### config.mk
export PLATFORM = sky130hd
export DESIGN_NAME = tse_top
export DESIGN_NICKNAME = d
export VERILOG_FILES = /design/src/core/tse_pkg.sv /design/src/core/tse_shaft.sv /design/src/core/tse_top.sv
export VERILOG_INCLUDE_DIRS = /design/src /design/src/core
export SDC_FILE = /design/constraint.sdc
export NUM_CORES = 1
export LEC_CHECK = 0
export BUFFER_PORTS_ARGS = -buffer_cell sky130_fd_sc_hd__buf_4
export CAP_MARGIN = 20
export CORE_ASPECT_RATIO = 1.75
export CORE_UTILIZATION = 37
export CTS_CLUSTER_DIAMETER = 120
export CTS_CLUSTER_SIZE = 16
export DETAILED_ROUTE_END_ITERATION = 8
export MAX_ROUTING_LAYER = met4
export PLACE_DENSITY_LB_ADDON = 0.05
export SLEW_MARGIN = 0
export SYNTH_ARGS = -nofsm -noshare
export SYNTH_HDL_FRONTEND = slang
export SYNTH_HIERARCHICAL = 1
export SYNTH_SLANG_ARGS = --single-unit
export TNS_END_PERCENT = 30
### constraint.sdc
create_clock -name ref_clk_i -period 4.3 [get_ports ref_clk_i]
set_input_delay 0.86 -clock ref_clk_i [delete_from_list [all_inputs] [get_ports ref_clk_i]]
set_output_delay 0.86 -clock ref_clk_i [all_outputs]
set_load 0.05 [all_outputs]
### src/core/tse_regs.svh
// constants for the trigger origin selector and shaft encoder decoder
// Summary of operation
// [RQ1] any of three input pins may be the external trigger origin
// [RQ2] shaft encoder output selectable only for the single-row trigger
// [RQ3] timer one done event is an origin for single and multi image triggers
// [RQ4] counter one done event is an origin for single and multi image triggers
// [RQ5] timer one running level holds the trigger active while running
// [RQ6] counter one running level holds the trigger active while running
// [RQ7] time stamp wrap event may be chosen as origin
// [RQ8] broadcast commands one or two trigger single and multi image triggers
// [RQ9] edge selection applies only to external input pins
// [RQ10] rising mode takes rising transitions after optional inversion
// [RQ11] falling mode takes falling edges; any mode takes both
// [RQ12] valid trigger waits a programmable microsecond delay before firing
// [RQ13] position mode tracks reverse travel in a small 9-bit counter
// [RQ14] reverse count saturates beyond 256 ticks and does not reset
// [RQ15] forward travel first cancels stored reverse ticks, then pulses resume
// [RQ16] motion mode pulses on every increment in either direction
// [RQ17] a setting chooses which phase relation counts as forward
// [RQ18] clockwise: B leads A is forward; counter-clockwise: A leads B
// [RQ19] origin honoured only while the chosen trigger is armed
// [RQ20] single row, single image and multi image triggers are distinct
// [RQ21] encoder advances on rising edges, or both edges in any-edge mode
// [RQ22] pins and encoder phases pass a two-stage synchroniser first
// [RQ23] encoder phase transitions are at least one clock apart
`ifndef TSE_REGS_SVH
`define TSE_REGS_SVH
// ----------------------------------------
// origin codes
// ----------------------------------------
`define TSE_SRC_PIN1 4'h0
`define TSE_SRC_PIN2 4'h1
`define TSE_SRC_PIN3 4'h2
`define TSE_SRC_SHAFT 4'h3
`define TSE_SRC_TMR_END 4'h4
`define TSE_SRC_CNT_END 4'h5
`define TSE_SRC_TMR_RUN 4'h6
`define TSE_SRC_CNT_RUN 4'h7
`define TSE_SRC_TS_WRAP 4'h8
`define TSE_SRC_CMD1 4'h9
`define TSE_SRC_CMD2 4'hA
// ----------------------------------------
// target and edge codes
// ----------------------------------------
`define TSE_TGT_ROW 2'h0
`define TSE_TGT_IMAGE 2'h1
`define TSE_TGT_MULTI 2'h2
`define TSE_EDGE_RISE 2'h0
`define TSE_EDGE_FALL 2'h1
`define TSE_EDGE_ANY 2'h2
// ----------------------------------------
// timing and encoder figures
// ----------------------------------------
`define TSE_CLK_MHZ 100
`define TSE_REV_LIMIT 256
`define TSE_REV_WIDTH 9
`endif

### src/core/tse_pkg.sv
// types for the trigger origin selector
package tse_pkg;
	typedef enum logic [1:0] {TSE_IDLE, TSE_WAIT, TSE_FIRE} tse_dly_t;
endpackage

### src/core/tse_shaft.sv
// quadrature shaft encoder decoder with position and motion modes
`timescale 1ns/1ps
`include "tse_regs.svh"
module tse_shaft (
	// clock and reset
	input wire logic ref_clk_i,
	input wire logic rst_n_i,
	// settings
	input wire logic position_mode_i,
	input wire logic forward_ccw_i,
	input wire logic any_edge_i,
	// synchronised phases
	input wire logic phase_a_i,
	input wire logic phase_b_i,
	// output
	output logic pulse_o
);
	logic a_q, b_q;
	logic [`TSE_REV_WIDTH-1:0] rev_q;
	logic step, fwd, rise_a, rise_b, ab;
	always_ff @(posedge ref_clk_i or negedge rst_n_i) begin
		if (!rst_n_i) begin
			a_q <= 1'b0;
			b_q <= 1'b0;
		end else begin
			a_q <= phase_a_i;
			b_q <= phase_b_i;
		end
	end
	assign rise_a = phase_a_i & ~a_q;
	assign rise_b = phase_b_i & ~b_q;
	// see [RQ21]
	assign step = any_edge_i ? ((phase_a_i ^ a_q) | (phase_b_i ^ b_q)) : (rise_a | rise_b);
	// gray step direction: a change on A with A!=B means A leads
	assign ab = (phase_a_i ^ a_q) ? (phase_a_i != phase_b_i) : (phase_a_i == phase_b_i); // see [RQ23]
	// see [RQ17] see [RQ18]
	assign fwd = forward_ccw_i ? ab : ~ab;
	// reverse counter saturates and never clears on its own; see [RQ13] see [RQ14]
	always_ff @(posedge ref_clk_i or negedge rst_n_i) begin
		if (!rst_n_i) begin
			rev_q <= '0;
		end else if (!position_mode_i) begin
			rev_q <= '0;
		end else if (step && !fwd && rev_q != `TSE_REV_WIDTH'(`TSE_REV_LIMIT)) begin
			rev_q <= rev_q + `TSE_REV_WIDTH'(1);
		end else if (step && fwd && rev_q != '0) begin
			rev_q <= rev_q - `TSE_REV_WIDTH'(1); // see [RQ15]
		end
	end
	always_ff @(posedge ref_clk_i or negedge rst_n_i) begin
		if (!rst_n_i) begin
			pulse_o <= 1'b0;
		end else begin
			// see [RQ16] see [RQ15]
			pulse_o <= step & (position_mode_i ? (fwd & rev_q == '0) : 1'b1);
		end
	end
endmodule // tse_shaft

### src/core/tse_top.sv
// trigger origin selection, edge qualification and holdoff delay
`timescale 1ns/1ps
`include "tse_regs.svh"
module tse_top import tse_pkg::*; #(
	parameter int DELAY_WIDTH = 16
) (
	// clock and reset
	input wire logic ref_clk_i,
	input wire logic rstn_i,
	// external pins
	input wire logic input_pin_one_i,
	input wire logic input_pin_two_i,
	input wire logic input_pin_three_i,
	input wire logic [2:0] pin_invert_i,
	input wire logic shaft_phase_a_i,
	input wire logic shaft_phase_b_i,
	// internal events and levels
	input wire logic timer_one_done_event_i,
	input wire logic counter_one_done_event_i,
	input wire logic timer_one_running_i,
	input wire logic counter_one_running_i,
	input wire logic time_stamp_wrap_event_i,
	input wire logic broadcast_cmd_one_i,
	input wire logic broadcast_cmd_two_i,
	// settings
	input wire logic [1:0] trigger_target_i,
	input wire logic trigger_arm_i,
	input wire logic [3:0] trigger_origin_select_i,
	input wire logic [1:0] trigger_edge_select_i,
	input wire logic [DELAY_WIDTH-1:0] trigger_holdoff_us_i,
	input wire logic shaft_output_mode_i,
	input wire logic shaft_forward_phase_i,
	input wire logic shaft_edge_select_i,
	// outputs
	output logic single_row_trigger_o,
	output logic single_image_trigger_o,
	output logic multi_image_trigger_o,
	output logic trigger_level_o,
	output logic shaft_pulse_origin_o
);
	// elaboration check: the holdoff counter cannot serve other widths
	if (DELAY_WIDTH < 1 || DELAY_WIDTH > 24) begin : g_bad_width
		$error("DELAY_WIDTH out of range");
	end
	// ----------------------------------------
	// reset release
	// ----------------------------------------
	logic rst_s1_q, rst_n;
	always_ff @(posedge ref_clk_i or negedge rstn_i) begin
		if (!rstn_i) begin
			rst_s1_q <= 1'b0;
			rst_n <= 1'b0;
		end else begin
			rst_s1_q <= 1'b1;
			rst_n <= rst_s1_q;
		end
	end
	// ----------------------------------------
	// pin synchronisers
	// ----------------------------------------
	logic [4:0] raw, s1_q, s2_q;
	assign raw = {shaft_phase_b_i, shaft_phase_a_i, input_pin_three_i, input_pin_two_i, input_pin_one_i};
	genvar gi;
	generate
		for (gi = 0; gi < 5; gi++) begin : g_sync
			always_ff @(posedge ref_clk_i or negedge rst_n) begin
				if (!rst_n) begin
					s1_q[gi] <= 1'b0;
					s2_q[gi] <= 1'b0;
				end else begin
					s1_q[gi] <= raw[gi]; // see [RQ22]
					s2_q[gi] <= s1_q[gi];
				end
			end
		end
	endgenerate
	// ----------------------------------------
	// line edge qualification
	// ----------------------------------------
	logic [2:0] line_now, line_q;
	assign line_now = s2_q[2:0] ^ pin_invert_i; // see [RQ10]
	always_ff @(posedge ref_clk_i or negedge rst_n) begin
		if (!rst_n) begin
			line_q <= 3'h0;
		end else begin
			// raw level kept so an inversion change or reset never looks like an edge
			line_q <= s2_q[2:0];
		end
	end
	logic sel_now, sel_old, line_ok;
	always_comb begin
		sel_now = 1'b0;
		sel_old = 1'b0;
		if (trigger_origin_select_i <= `TSE_SRC_PIN3) begin
			sel_now = line_now[trigger_origin_select_i[1:0]]; // see [RQ1]
			sel_old = line_q[trigger_origin_select_i[1:0]] ^ pin_invert_i[trigger_origin_select_i[1:0]];
		end
	end
	always_comb begin
		unique case (trigger_edge_select_i)
			`TSE_EDGE_RISE: line_ok = sel_now & ~sel_old; // see [RQ10]
			`TSE_EDGE_FALL: line_ok = ~sel_now & sel_old; // see [RQ11]
			default: line_ok = sel_now ^ sel_old; // see [RQ11]
		endcase
	end
	// ----------------------------------------
	// shaft decoder
	// ----------------------------------------
	logic shaft_pulse;
	tse_shaft u_shaft (
		.ref_clk_i(ref_clk_i),
		.rst_n_i(rst_n),
		.position_mode_i(shaft_output_mode_i),
		.forward_ccw_i(shaft_forward_phase_i),
		.any_edge_i(shaft_edge_select_i),
		.phase_a_i(s2_q[3]),
		.phase_b_i(s2_q[4]),
		.pulse_o(shaft_pulse)
	);
	// ----------------------------------------
	// origin multiplexer
	// ----------------------------------------
	logic is_row, is_img, ev, lvl, lvl_src;
	assign is_row = trigger_target_i == `TSE_TGT_ROW;
	assign is_img = trigger_target_i == `TSE_TGT_IMAGE || trigger_target_i == `TSE_TGT_MULTI;
	always_comb begin
		ev = 1'b0;
		lvl_src = 1'b0;
		lvl = 1'b0;
		unique case (trigger_origin_select_i)
			`TSE_SRC_PIN1, `TSE_SRC_PIN2, `TSE_SRC_PIN3: ev = line_ok; // see [RQ9]
			`TSE_SRC_SHAFT: ev = shaft_pulse & is_row; // see [RQ2]
			`TSE_SRC_TMR_END: ev = timer_one_done_event_i & is_img; // see [RQ3]
			`TSE_SRC_CNT_END: ev = counter_one_done_event_i & is_img; // see [RQ4]
			`TSE_SRC_TMR_RUN: begin
				lvl_src = 1'b1;
				lvl = timer_one_running_i; // see [RQ5]
			end
			`TSE_SRC_CNT_RUN: begin
				lvl_src = 1'b1;
				lvl = counter_one_running_i; // see [RQ6]
			end
			`TSE_SRC_TS_WRAP: ev = time_stamp_wrap_event_i; // see [RQ7]
			`TSE_SRC_CMD1: ev = broadcast_cmd_one_i & is_img; // see [RQ8]
			`TSE_SRC_CMD2: ev = broadcast_cmd_two_i & is_img; // see [RQ8]
			default: ev = 1'b0;
		endcase
	end
	// ----------------------------------------
	// holdoff delay
	// ----------------------------------------
	// a trigger arriving while a delay runs is dropped, so fire spacing stays at least the delay
	localparam int UNIT = `TSE_CLK_MHZ;
	tse_dly_t st_q;
	logic [DELAY_WIDTH-1:0] us_q;
	logic [6:0] sub_q;
	logic fire;
	assign fire = st_q == TSE_FIRE;
	always_ff @(posedge ref_clk_i or negedge rst_n) begin
		if (!rst_n) begin
			st_q <= TSE_IDLE;
			us_q <= '0;
			sub_q <= 7'h00;
		end else begin
			unique case (st_q)
				TSE_IDLE: begin
					if (ev && trigger_arm_i) begin // see [RQ19]
						us_q <= trigger_holdoff_us_i;
						sub_q <= 7'(UNIT - 1);
						st_q <= (trigger_holdoff_us_i == '0) ? TSE_FIRE : TSE_WAIT;
					end
				end
				TSE_WAIT: begin
					if (sub_q != 7'h00) begin
						sub_q <= sub_q - 7'h01;
					end else if (us_q == DELAY_WIDTH'(1)) begin
						st_q <= TSE_FIRE; // see [RQ12]
					end else begin
						us_q <= us_q - DELAY_WIDTH'(1);
						sub_q <= 7'(UNIT - 1);
					end
				end
				TSE_FIRE: st_q <= TSE_IDLE;
			endcase
		end
	end
	// ----------------------------------------
	// outputs
	// ----------------------------------------
	always_ff @(posedge ref_clk_i or negedge rst_n) begin
		if (!rst_n) begin
			single_row_trigger_o <= 1'b0;
			single_image_trigger_o <= 1'b0;
			multi_image_trigger_o <= 1'b0;
			trigger_level_o <= 1'b0;
			shaft_pulse_origin_o <= 1'b0;
		end else begin
			single_row_trigger_o <= fire && trigger_target_i == `TSE_TGT_ROW; // see [RQ20]
			single_image_trigger_o <= fire && trigger_target_i == `TSE_TGT_IMAGE; // see [RQ20]
			multi_image_trigger_o <= fire && trigger_target_i == `TSE_TGT_MULTI; // see [RQ20]
			trigger_level_o <= lvl_src & lvl & trigger_arm_i; // see [RQ5] see [RQ19]
			shaft_pulse_origin_o <= shaft_pulse;
		end
	end
endmodule // tse_top

==> results.yml, run 1 <==
sta:
  fmax_mhz: 301
  fin_crit_ns: 3.32
  maxSlewViolCount: 0
  tns_ns: 0
  relSlewSlack_pct: 50.4
  fin_skew_ns: 0.00551
  rsz0062_at_grt: "no"
  setup_slack_ns: 0.977
  hold_viol: 0
  setup_violations: 0
  tightest_slew_ns: 0.745
  fin_crit_sh_pct: 77.3
flow_run:
  max_cap_viol_count: 0
power_and_ir_drop:
  leakage_nw: 1.90
  power_per_cell_area_nw_per_um2: 626
  ir_drop_mv: 0.307
logic_synthesis:
  seq_area_frac_synth_pct: 40.8
  yosysWarningCount: 6
  async_flop_share_pct: 100
  synth_cell_type_count: 58
  synth_edf_count: 0
  synthFlopType: "dfrtp_1"
  syn_inst: 368
  syn_area_um2: 3490
  syn_nets: 436
  synth_seq_cells: 57
  avgSynthCellArea_um2: 9.49
outcome:
  status: "finished, final reports clean"
global_route:
  grt_use_met1_pct: 18.5
  grt_max_degree: 56
  grt_busiest_layer: "met2"
  grt_util_met2_pct: 34.8
  antenna_found_initial: 0
  met3_usage_pct: 3.60
  overflow: 0
  grt_pass1_wl_mm: 13.3
  grt_pass1_vias: 2909
  track_usage_pct: 18.6
cts:
  cts_tree: "built"
  h-tree-depth: 3
  clockRootBuffer: "clkbuf_16"
  clock_path_buffers: 2
  clk_transition_reported_paths_ns: 0.05
  ctsResizeCount: 0
  insertion_delay_ns: 0.32
  post_cts_buffers: 0
  clock-sinks: 57
  cts_hold_buf: 0
  numCtsBuffers: 9
critical_path:
  startpoint_type: "flop"
  reg2reg_from: "s2_q[3]"
  worstPathArrival_ns: 3.57
  crit_fanout: 9
  r2r_cells: 11
  r2r-end: "u_shaft/rev_q[8]"
  cp.required_ns: 4.54
  r2r_slack_ns: 0.98
  worstSetupPathType: "flop to flop"
  end_kind: "flop"
final_layout:
  postLayoutCellArea_um2: 4270
  final_cells: 546
  final_cell_mix: "dfrtp_1 (56), buf_4 (54), nand3_1 (28), nand2_1 (26)"
  final_common_cell: "dfrtp_1"
  drive_gt1_share_pct: 18.8
  nFillCells: 934
  seq_area_um2: 1430
  num_antenna_cells: 0
  area_growth_pct: 22.4
  multiInputGateArea_um2: 1940
  nets: 489
placement:
  place_hpwl_mm: 5.99
  place.gp.congestion: 0.806
  dp_cells: 530
  portBuffers: 49
  post-place-ws_ns: 0.764
  dpl_cell_area_um2: 4000
route:
  routed_wl_mm: 8.24
  first_pass_iters: 4
  vias: 2900
  drt.antenna.violating_nets: 0
  vias_per_cell: 5.31
  wl_per_cell_um: 15.1
  drc: 0
  drtIter0Drc: 102
floorplanning:
  core_um2: 9090
  die_area_um2: 9850
  pin_count: 50
  die_h_um: 131
  rows: 46
  start_util_pct: 38.4
  die_x_um: 75.4
min_path:
  hold_path.class: "input port to async pin"
==> state kept, by name (all words and copies together) (netlist names) <==
name / count
us_q: 16
u_shaft/rev_q: 9
sub_q: 7
s1_q: 5
s2_q: 5
line_q: 3
st_q: 2
multi_image_trigger_o: 1
rst_n: 1
rst_s1_q: 1
shaft_pulse_origin_o: 1
single_image_trigger_o: 1
single_row_trigger_o: 1
trigger_level_o: 1
u_shaft/a_q: 1
u_shaft/b_q: 1
u_shaft/pulse_o: 1
==> metal layers <==
metal	vias up	routed length (um)
met5	-	0
met4	0	140
met3	17	181
met2	50	4720
met1	1396	3200
li1	1437	-
==> critical path, cell delays in order, from the launching register on <==
cell,delay [ns]
dfrtp_1,0.40
ha_1,0.33
xnor2_1,0.37
xnor2_4,0.20
nand2_1,0.27
ha_1,0.41
a21oi_1,0.18
nor2b_1,0.08
a2111oi_0,0.37
o21bai_1,0.18
mux2_2,0.30
o22ai_1,0.17
==> final cells by class <==
cell class | count | share of cell area [%]
tap | 120 | 3.51
clock buffer | 13 | 6.09
timing repair buffer | 54 | 9.49
sequential | 57 | 33.4
inverter | 20 | 1.76
clock inverter | 3 | 0.351
multi-input combinational | 279 | 45.4
==> synthesized netlist by cell type (3+ instances only) <==
cell type | number | area, um^2
ha_1 | 22 | 275
nand2b_1 | 4 | 25.0
nor3_1 | 10 | 50.1
nor2b_1 | 6 | 37.5
o31ai_1 | 7 | 52.6
a31oi_1 | 3 | 18.8
o211a_1 | 3 | 30.0
nor4_1 | 10 | 62.6
dfrtp_1 | 57 | 1430
o22ai_1 | 3 | 18.8
o21ai_0 | 17 | 85.1
or3_1 | 6 | 37.5
mux2i_1 | 18 | 180
xnor2_1 | 11 | 96.3
and2_1 | 5 | 31.3
nand3_1 | 28 | 140
nand4_1 | 3 | 18.8
o211ai_1 | 4 | 30.0
xor2_1 | 5 | 43.8
nand2_1 | 26 | 97.6
inv_1 | 19 | 71.3
or4_1 | 3 | 22.5
clkbuf_1 | 8 | 30.0
a21o_1 | 4 | 30.0
a211oi_1 | 4 | 30.0
nor2_1 | 22 | 82.6
a21oi_1 | 20 | 100
==> kinds of logic (layout without fill, tap and decap cells) <==
| logic type | Yosys count | count (layout) | synth area share (%) |
|---|---|---|---|
| compound gates | 77 | 77 | 14.5 |
| xor+xnor | 17 | 17 | 4.80 |
| fa+ha+maj | 23 | 23 | 8.46 |
| buf+inv | 32 | 90 | 3.83 |
| flops | 57 | 57 | 40.8 |
| mux | 20 | 20 | 5.80 |
| other cells | 1 | 1 | 0.107 |
| simple gates | 141 | 141 | 21.6 |
==> power breakdown <==
part           internal (mW)  switching (mW)  total [mW]  leakage [nW]
combinational          0.516           0.683        1.20          1.09
clock                  0.418           0.239       0.656         0.139
sequential             0.679           0.138       0.817         0.670
total                   1.61            1.06        2.67          1.90
==> through the flow <==
| stage | utilization (%) | total power [mW] | hold WS (ns) |
|---|---|---|---|
| detailed placement | 44.0 | 2.03 | 0.336 |
| finish | 47.0 | 2.67 | 0.311 |
| global placement | 44.0 | 2.00 | 0.332 |
| floorplan | - | 1.74 | 0.331 |
| global route | 47.0 | 2.89 | 0.298 |
| CTS | 47.0 | 2.71 | 0.300 |
==> how the worst max path moves through the flow <==
stage	startpoint	endpoint	slack (ns)	cells after the start
2_1_floorplan	shaft_edge_select_i	u_shaft/rev_q[8]	0.99	9
3_3_place_gp	shaft_forward_phase_i	u_shaft/rev_q[8]	0.82	10
3_5_place_dp	shaft_forward_phase_i	u_shaft/rev_q[8]	0.76	11
4_1_cts	s2_q[3]	u_shaft/rev_q[8]	0.95	11
5_1_grt	s2_q[3]	u_shaft/rev_q[8]	0.77	11
6_report	s2_q[3]	u_shaft/rev_q[8]	0.98	11
(Power assumes the default switching activity.)
==> inputs of run 2 (changes only) <==
Clock period 4.3 ns to 3.12 ns, I/O delays scaled along.
==> run 2 against run 1 <==
Net effect:
- worst setup slack got worse by 0.76 ns
- final area rose by 6.2%
- highest routed layer unchanged
- largest power group unchanged
- maximum frequency rose by 14%
- routed wire length rose by 3.6%
- clock skew fell by 0.0014 ns
==> results.yml, run 2 (synthesis gave the netlist of run 1 again) <==
outcome:
  status: "finished, final reports clean"
route:
  first_pass_iters: 4
  routed_wl_mm: 8.54
  drc: 0
  drt.antenna.violating_nets: 0
  vias: 2953
  wl_per_cell_um: 15.0
  vias_per_cell: 5.20
  drtIter0Drc: 62
final_layout:
  largest_register_ffs: 16
  final_common_cell: "buf_4"
  num_antenna_cells: 0
  final_cell_mix: "buf_4 (75), dfrtp_1 (56), nand3_1 (28), nand2_1 (25)"
  post-route-util_pct: 49.9
  nets: 511
  final_cells: 568
  area_growth_pct: 30.0
  largest-register: "us_q"
  drive_gt1_share_pct: 23.7
  reg_top3: "us_q: 16 flops, u_shaft/rev_q: 9 flops, sub_q: 7 flops"
  nFillCells: 911
sta:
  tightest_slew_ns: 0.781
  fin_crit_ns: 2.90
  fin_crit_sh_pct: 93.0
  relSlewSlack_pct: 47.4
  hold_viol: 0
  fmax_mhz: 345
  maxSlewViolCount: 0
  setup_slack_ns: 0.217
  fin_hold_ws_ns: 0.0640
  setup_violations: 0
  fin_skew_ns: 0.00408
critical_path:
  reg2reg_from: "u_shaft/rev_q[4]"
  crit_fanout: 8
  cp.required_ns: 3.37
  r2r_cells: 12
  worstPathArrival_ns: 3.15
  startpoint_type: "flop"
  end_kind: "flop"
  r2r_slack_ns: 0.22
  crit_path_start: "u_shaft/rev_q[4]"
  worstSetupPathType: "flop to flop"
  critPathCapture: "u_shaft/rev_q[8]"
  r2r-end: "u_shaft/rev_q[8]"
floorplanning:
  rows: 46
  start_util_pct: 38.4
  die_area_um2: 9850
  die_x_um: 75.4
  pin_count: 50
  die_h_um: 131
  core_um2: 9090
global_route:
  track_usage_pct: 20.1
  overflow: 0
  antenna_found_initial: 0
  grt_pass1_vias: 3026
  grt_pass1_wl_mm: 14.2
  grt_max_degree: 45
cts:
  numCtsBuffers: 9
  clockRootBuffer: "clkbuf_16"
  h-tree-depth: 3
  cts_tree: "built"
  insertion_delay_ns: 0.33
  clk_transition_reported_paths_ns: 0.05
  clock-sinks: 57
  clock_path_buffers: 2
min_path:
  hold_path.class: "input port to async pin"
placement:
  post-place-ws_ns: -0.0613
  place.gp.congestion: 0.813
  portBuffers: 49
  dp_cells: 552
  place_hpwl_mm: 6.25
power_and_ir_drop:
  leakage_nw: 2.04
  ir_drop_mv: 0.405
  power_per_cell_area_nw_per_um2: 909
flow_run:
  max_cap_viol_count: 0
==> run 2: metal layers <==
| layer | GRT usage [%] | wire, um | vias up |
|---|---|---|---|
| met5 | - | 0 | - |
| li1 | - | - | 1480 |
| met2 | 35.6 | 4800 | 52 |
| met3 | 4.22 | 244 | 15 |
| met4 | 8.28 | 206 | 0 |
| met1 | 21.3 | 3300 | 1406 |
==> run 2: where the power goes <==
part | leakage, nW | internal, mW | switching [mW]
Combinational | 1.21 | 0.871 | 0.988
Sequential | 0.670 | 0.936 | 0.186
Clock | 0.166 | 0.800 | 0.344
==> run 2: final cells by class <==
class | count | area (um^2) | area share (%)
clock buffers | 11 | 243 | 5.35
clock inverters | 5 | 103 | 2.26
inverters | 20 | 75.1 | 1.65
multi-input cells | 279 | 1960 | 43.1
flip-flops and latches | 57 | 1430 | 31.5
well taps | 120 | 150 | 3.31
repair buffers | 76 | 583 | 12.8
==> run 2: critical path, stage by stage (launching register included) <==
cell and delay [ns]:
dfrtp_1 0.40, or4_1 0.55, nor2_2 0.14, a21oi_1 0.11, nand2_4 0.14, inv_1 0.06
fa_1 0.40, inv_1 0.08, a21o_1 0.15, a2111oi_2 0.07, o21bai_1 0.21, mux2_2 0.36
o22ai_1 0.16
==> run 2: how the worst min path moves through the flow <==
stage | depth (start not counted) | from | end | slack [ns]
floorplan | 0 | rstn_i | rst_n | 0.33
global placement | 0 | rst_n | us_q[12] | 0.16
detailed placement | 0 | rst_n | s1_q[4] | 0.17
CTS | 1 | rstn_i | rst_n | 0.05
global route | 1 | rstn_i | rst_n | 0.05
finish | 1 | rstn_i | rst_n | 0.06
==> run 2: what timing repair did <==
action,CTS,global route
hold buffers,0,0
resized for setup,1,4
setup buffers,0,0
setup endpoints to repair,1,2
pin swaps,0,1
==> run 2: per-stage QoR <==
stage	instance area, um^2	total power, mW	setup TNS (ns)
after floorplan	3490	2.40	0
after global placement	4180	2.95	-0.0611
after detailed placement	4180	2.97	-0.212
after CTS	4520	4.15	0
after global routing	4540	4.47	-0.0134
final	4540	4.12	0
==> inputs of run 3 (changes only) <==
Settings changed: PLACE_DENSITY from default to 0.58, PLACE_DENSITY_LB_ADDON 0.05 to default, RECOVER_POWER from default to 25.
Clock period 3.12 ns to 3.3 ns, I/O delays scaled along.
==> run 3 against run 2 <==
Net effect:
- register-to-register slack improved by 0.03 ns
- critical path depth unchanged
- utilization down 1.5 points
==> results.yml, run 3 (synthesis gave the netlist of run 1 again) <==
outcome:
  status: "finished, final reports clean"
power_and_ir_drop:
  leakage_nw: 1.96
  ir_drop_mv: 0.417
  p_total_mw: 3.74
  power_per_cell_area_nw_per_um2: 851
global_route:
  antenna_found_initial: 0
  grt_pass1_wl_mm: 13.1
  track_usage_pct: 18.3
  grt_pass1_vias: 2796
  grt_max_degree: 34
  overflow: 0
route:
  vias_per_cell: 5.33
  drt.antenna.violating_nets: 0
  first_pass_iters: 4
  wl_per_cell_um: 14.4
  drtIter0Drc: 114
  routed_wl_mm: 7.94
  drc: 0
  vias: 2943
critical_path:
  r2r_cells: 12
  startpoint_type: "flop"
  crit_fanout: 9
  cp.required_ns: 3.54
  r2r_slack_ns: 0.25
  end_kind: "flop"
  worstSetupPathType: "flop to flop"
  worstPathArrival_ns: 3.29
  reg2reg_from: "u_shaft/rev_q[5]"
  r2r-end: "u_shaft/rev_q[8]"
cts:
  cts_tree: "built"
  numCtsBuffers: 9
  clock_path_buffers: 2
  ctsResizeCount: 0
  cts_hold_buf: 0
  post_cts_buffers: 0
  insertion_delay_ns: 0.33
  clockRootBuffer: "clkbuf_16"
  clock-sinks: 57
  h-tree-depth: 3
  clk_transition_reported_paths_ns: 0.05
sta:
  setup_slack_ns: 0.249
  relSlewSlack_pct: 39.0
  tightest_slew_ns: 0.916
  fin_skew_ns: 0.00381
  fin_crit_sh_pct: 92.4
  fin_hold_ws_ns: 0.108
  hold_viol: 0
  tns_ns: 0
  rsz0062_at_grt: "no"
  maxSlewViolCount: 0
  fmax_mhz: 328
  setup_violations: 0
  fin_crit_ns: 3.05
floorplanning:
  core_um2: 9090
  rows: 46
  die_x_um: 75.4
  die_area_um2: 9850
  die_h_um: 131
  start_util_pct: 38.4
  pin_count: 50
final_layout:
  reg_top3: "us_q: 16 flops, u_shaft/rev_q: 9 flops, sub_q: 7 flops"
  num_antenna_cells: 0
  multiInputGateArea_um2: 1940
  largest-register: "us_q"
  final_cell_mix: "dfrtp_1 (57), buf_4 (53), nand3_1 (28), nand2_1 (25)"
  largest_register_ffs: 16
  final_common_cell: "dfrtp_1"
  drive_gt1_share_pct: 19.9
  area_growth_pct: 25.9
  seq_area_um2: 1430
  nets: 495
  nFillCells: 912
placement:
  post-place-ws_ns: 0.0268
  place.gp.congestion: 0.789
  portBuffers: 49
  place_hpwl_mm: 5.91
flow_run:
  max_cap_viol_count: 0
min_path:
  hold_path.class: "input port to async pin"
run 3: cell type report:
| type | count | area share [%] |
|---|---|---|
| clock buffers | 11 | 5.52 |
| multi-input cells | 279 | 44.2 |
| flip-flops and latches | 57 | 32.4 |
| repair buffers | 60 | 10.4 |
| inverters | 20 | 1.71 |
| clock inverters | 5 | 2.33 |
| well taps | 120 | 3.41 |
run 3: through the flow:
| stage | util [%] | std cells | area (um^2) |
|---|---|---|---|
| 2_1_floorplan | - | 368 | 3490 |
| 3_3_place_gp | 44.6 | 536 | 4060 |
| 3_5_place_dp | 44.6 | 536 | 4060 |
| 4_1_cts | 48.4 | 552 | 4400 |
| 5_1_grt | 48.4 | 552 | 4400 |
| 6_report | 48.4 | 552 | 4400 |
run 3: layer usage:
| metal | GRT usage [%] | vias to the layer above | wire (um) |
|---|---|---|---|
| met5 | - | - | 0 |
| met4 | 7.19 | 0 | 179 |
| met3 | 4.75 | 12 | 234 |
| met2 | 30.7 | 55 | 4280 |
| met1 | 20.5 | 1427 | 3250 |
| li1 | - | 1449 | - |
run 3: power by group:
| part | total, mW | switching, mW | internal [mW] |
|---|---|---|---|
| registers | 1.07 | 0.181 | 0.885 |
| clock network | 1.07 | 0.318 | 0.756 |
| logic | 1.60 | 0.895 | 0.709 |
| total | 3.74 | 1.39 | 2.35 |
run 3: worst max-delay path by stage:
stage,from,to,slack (ns),cells after the start
after floorplan,shaft_edge_select_i,u_shaft/rev_q[8],0.19,9
after global placement,trigger_origin_select_i[1],sub_q[5],0.04,12
after detailed placement,trigger_origin_select_i[1],sub_q[5],0.03,12
after CTS,u_shaft/rev_q[5],u_shaft/rev_q[8],0.14,12
after global routing,u_shaft/rev_q[5],u_shaft/rev_q[8],0.01,12
final,u_shaft/rev_q[5],u_shaft/rev_q[8],0.25,12
run 3: worst max-delay path, stage by stage, from the launching register on:
cell and delay (ns):
dfrtp_1 0.39, or4_1 0.58, nor2_2 0.16, a21oi_1 0.09
nand2_2 0.20, inv_1 0.08, fa_1 0.41, inv_1 0.07
a21o_1 0.15, a2111oi_0 0.09, o21bai_1 0.22, mux2_2 0.36
o22ai_1 0.17
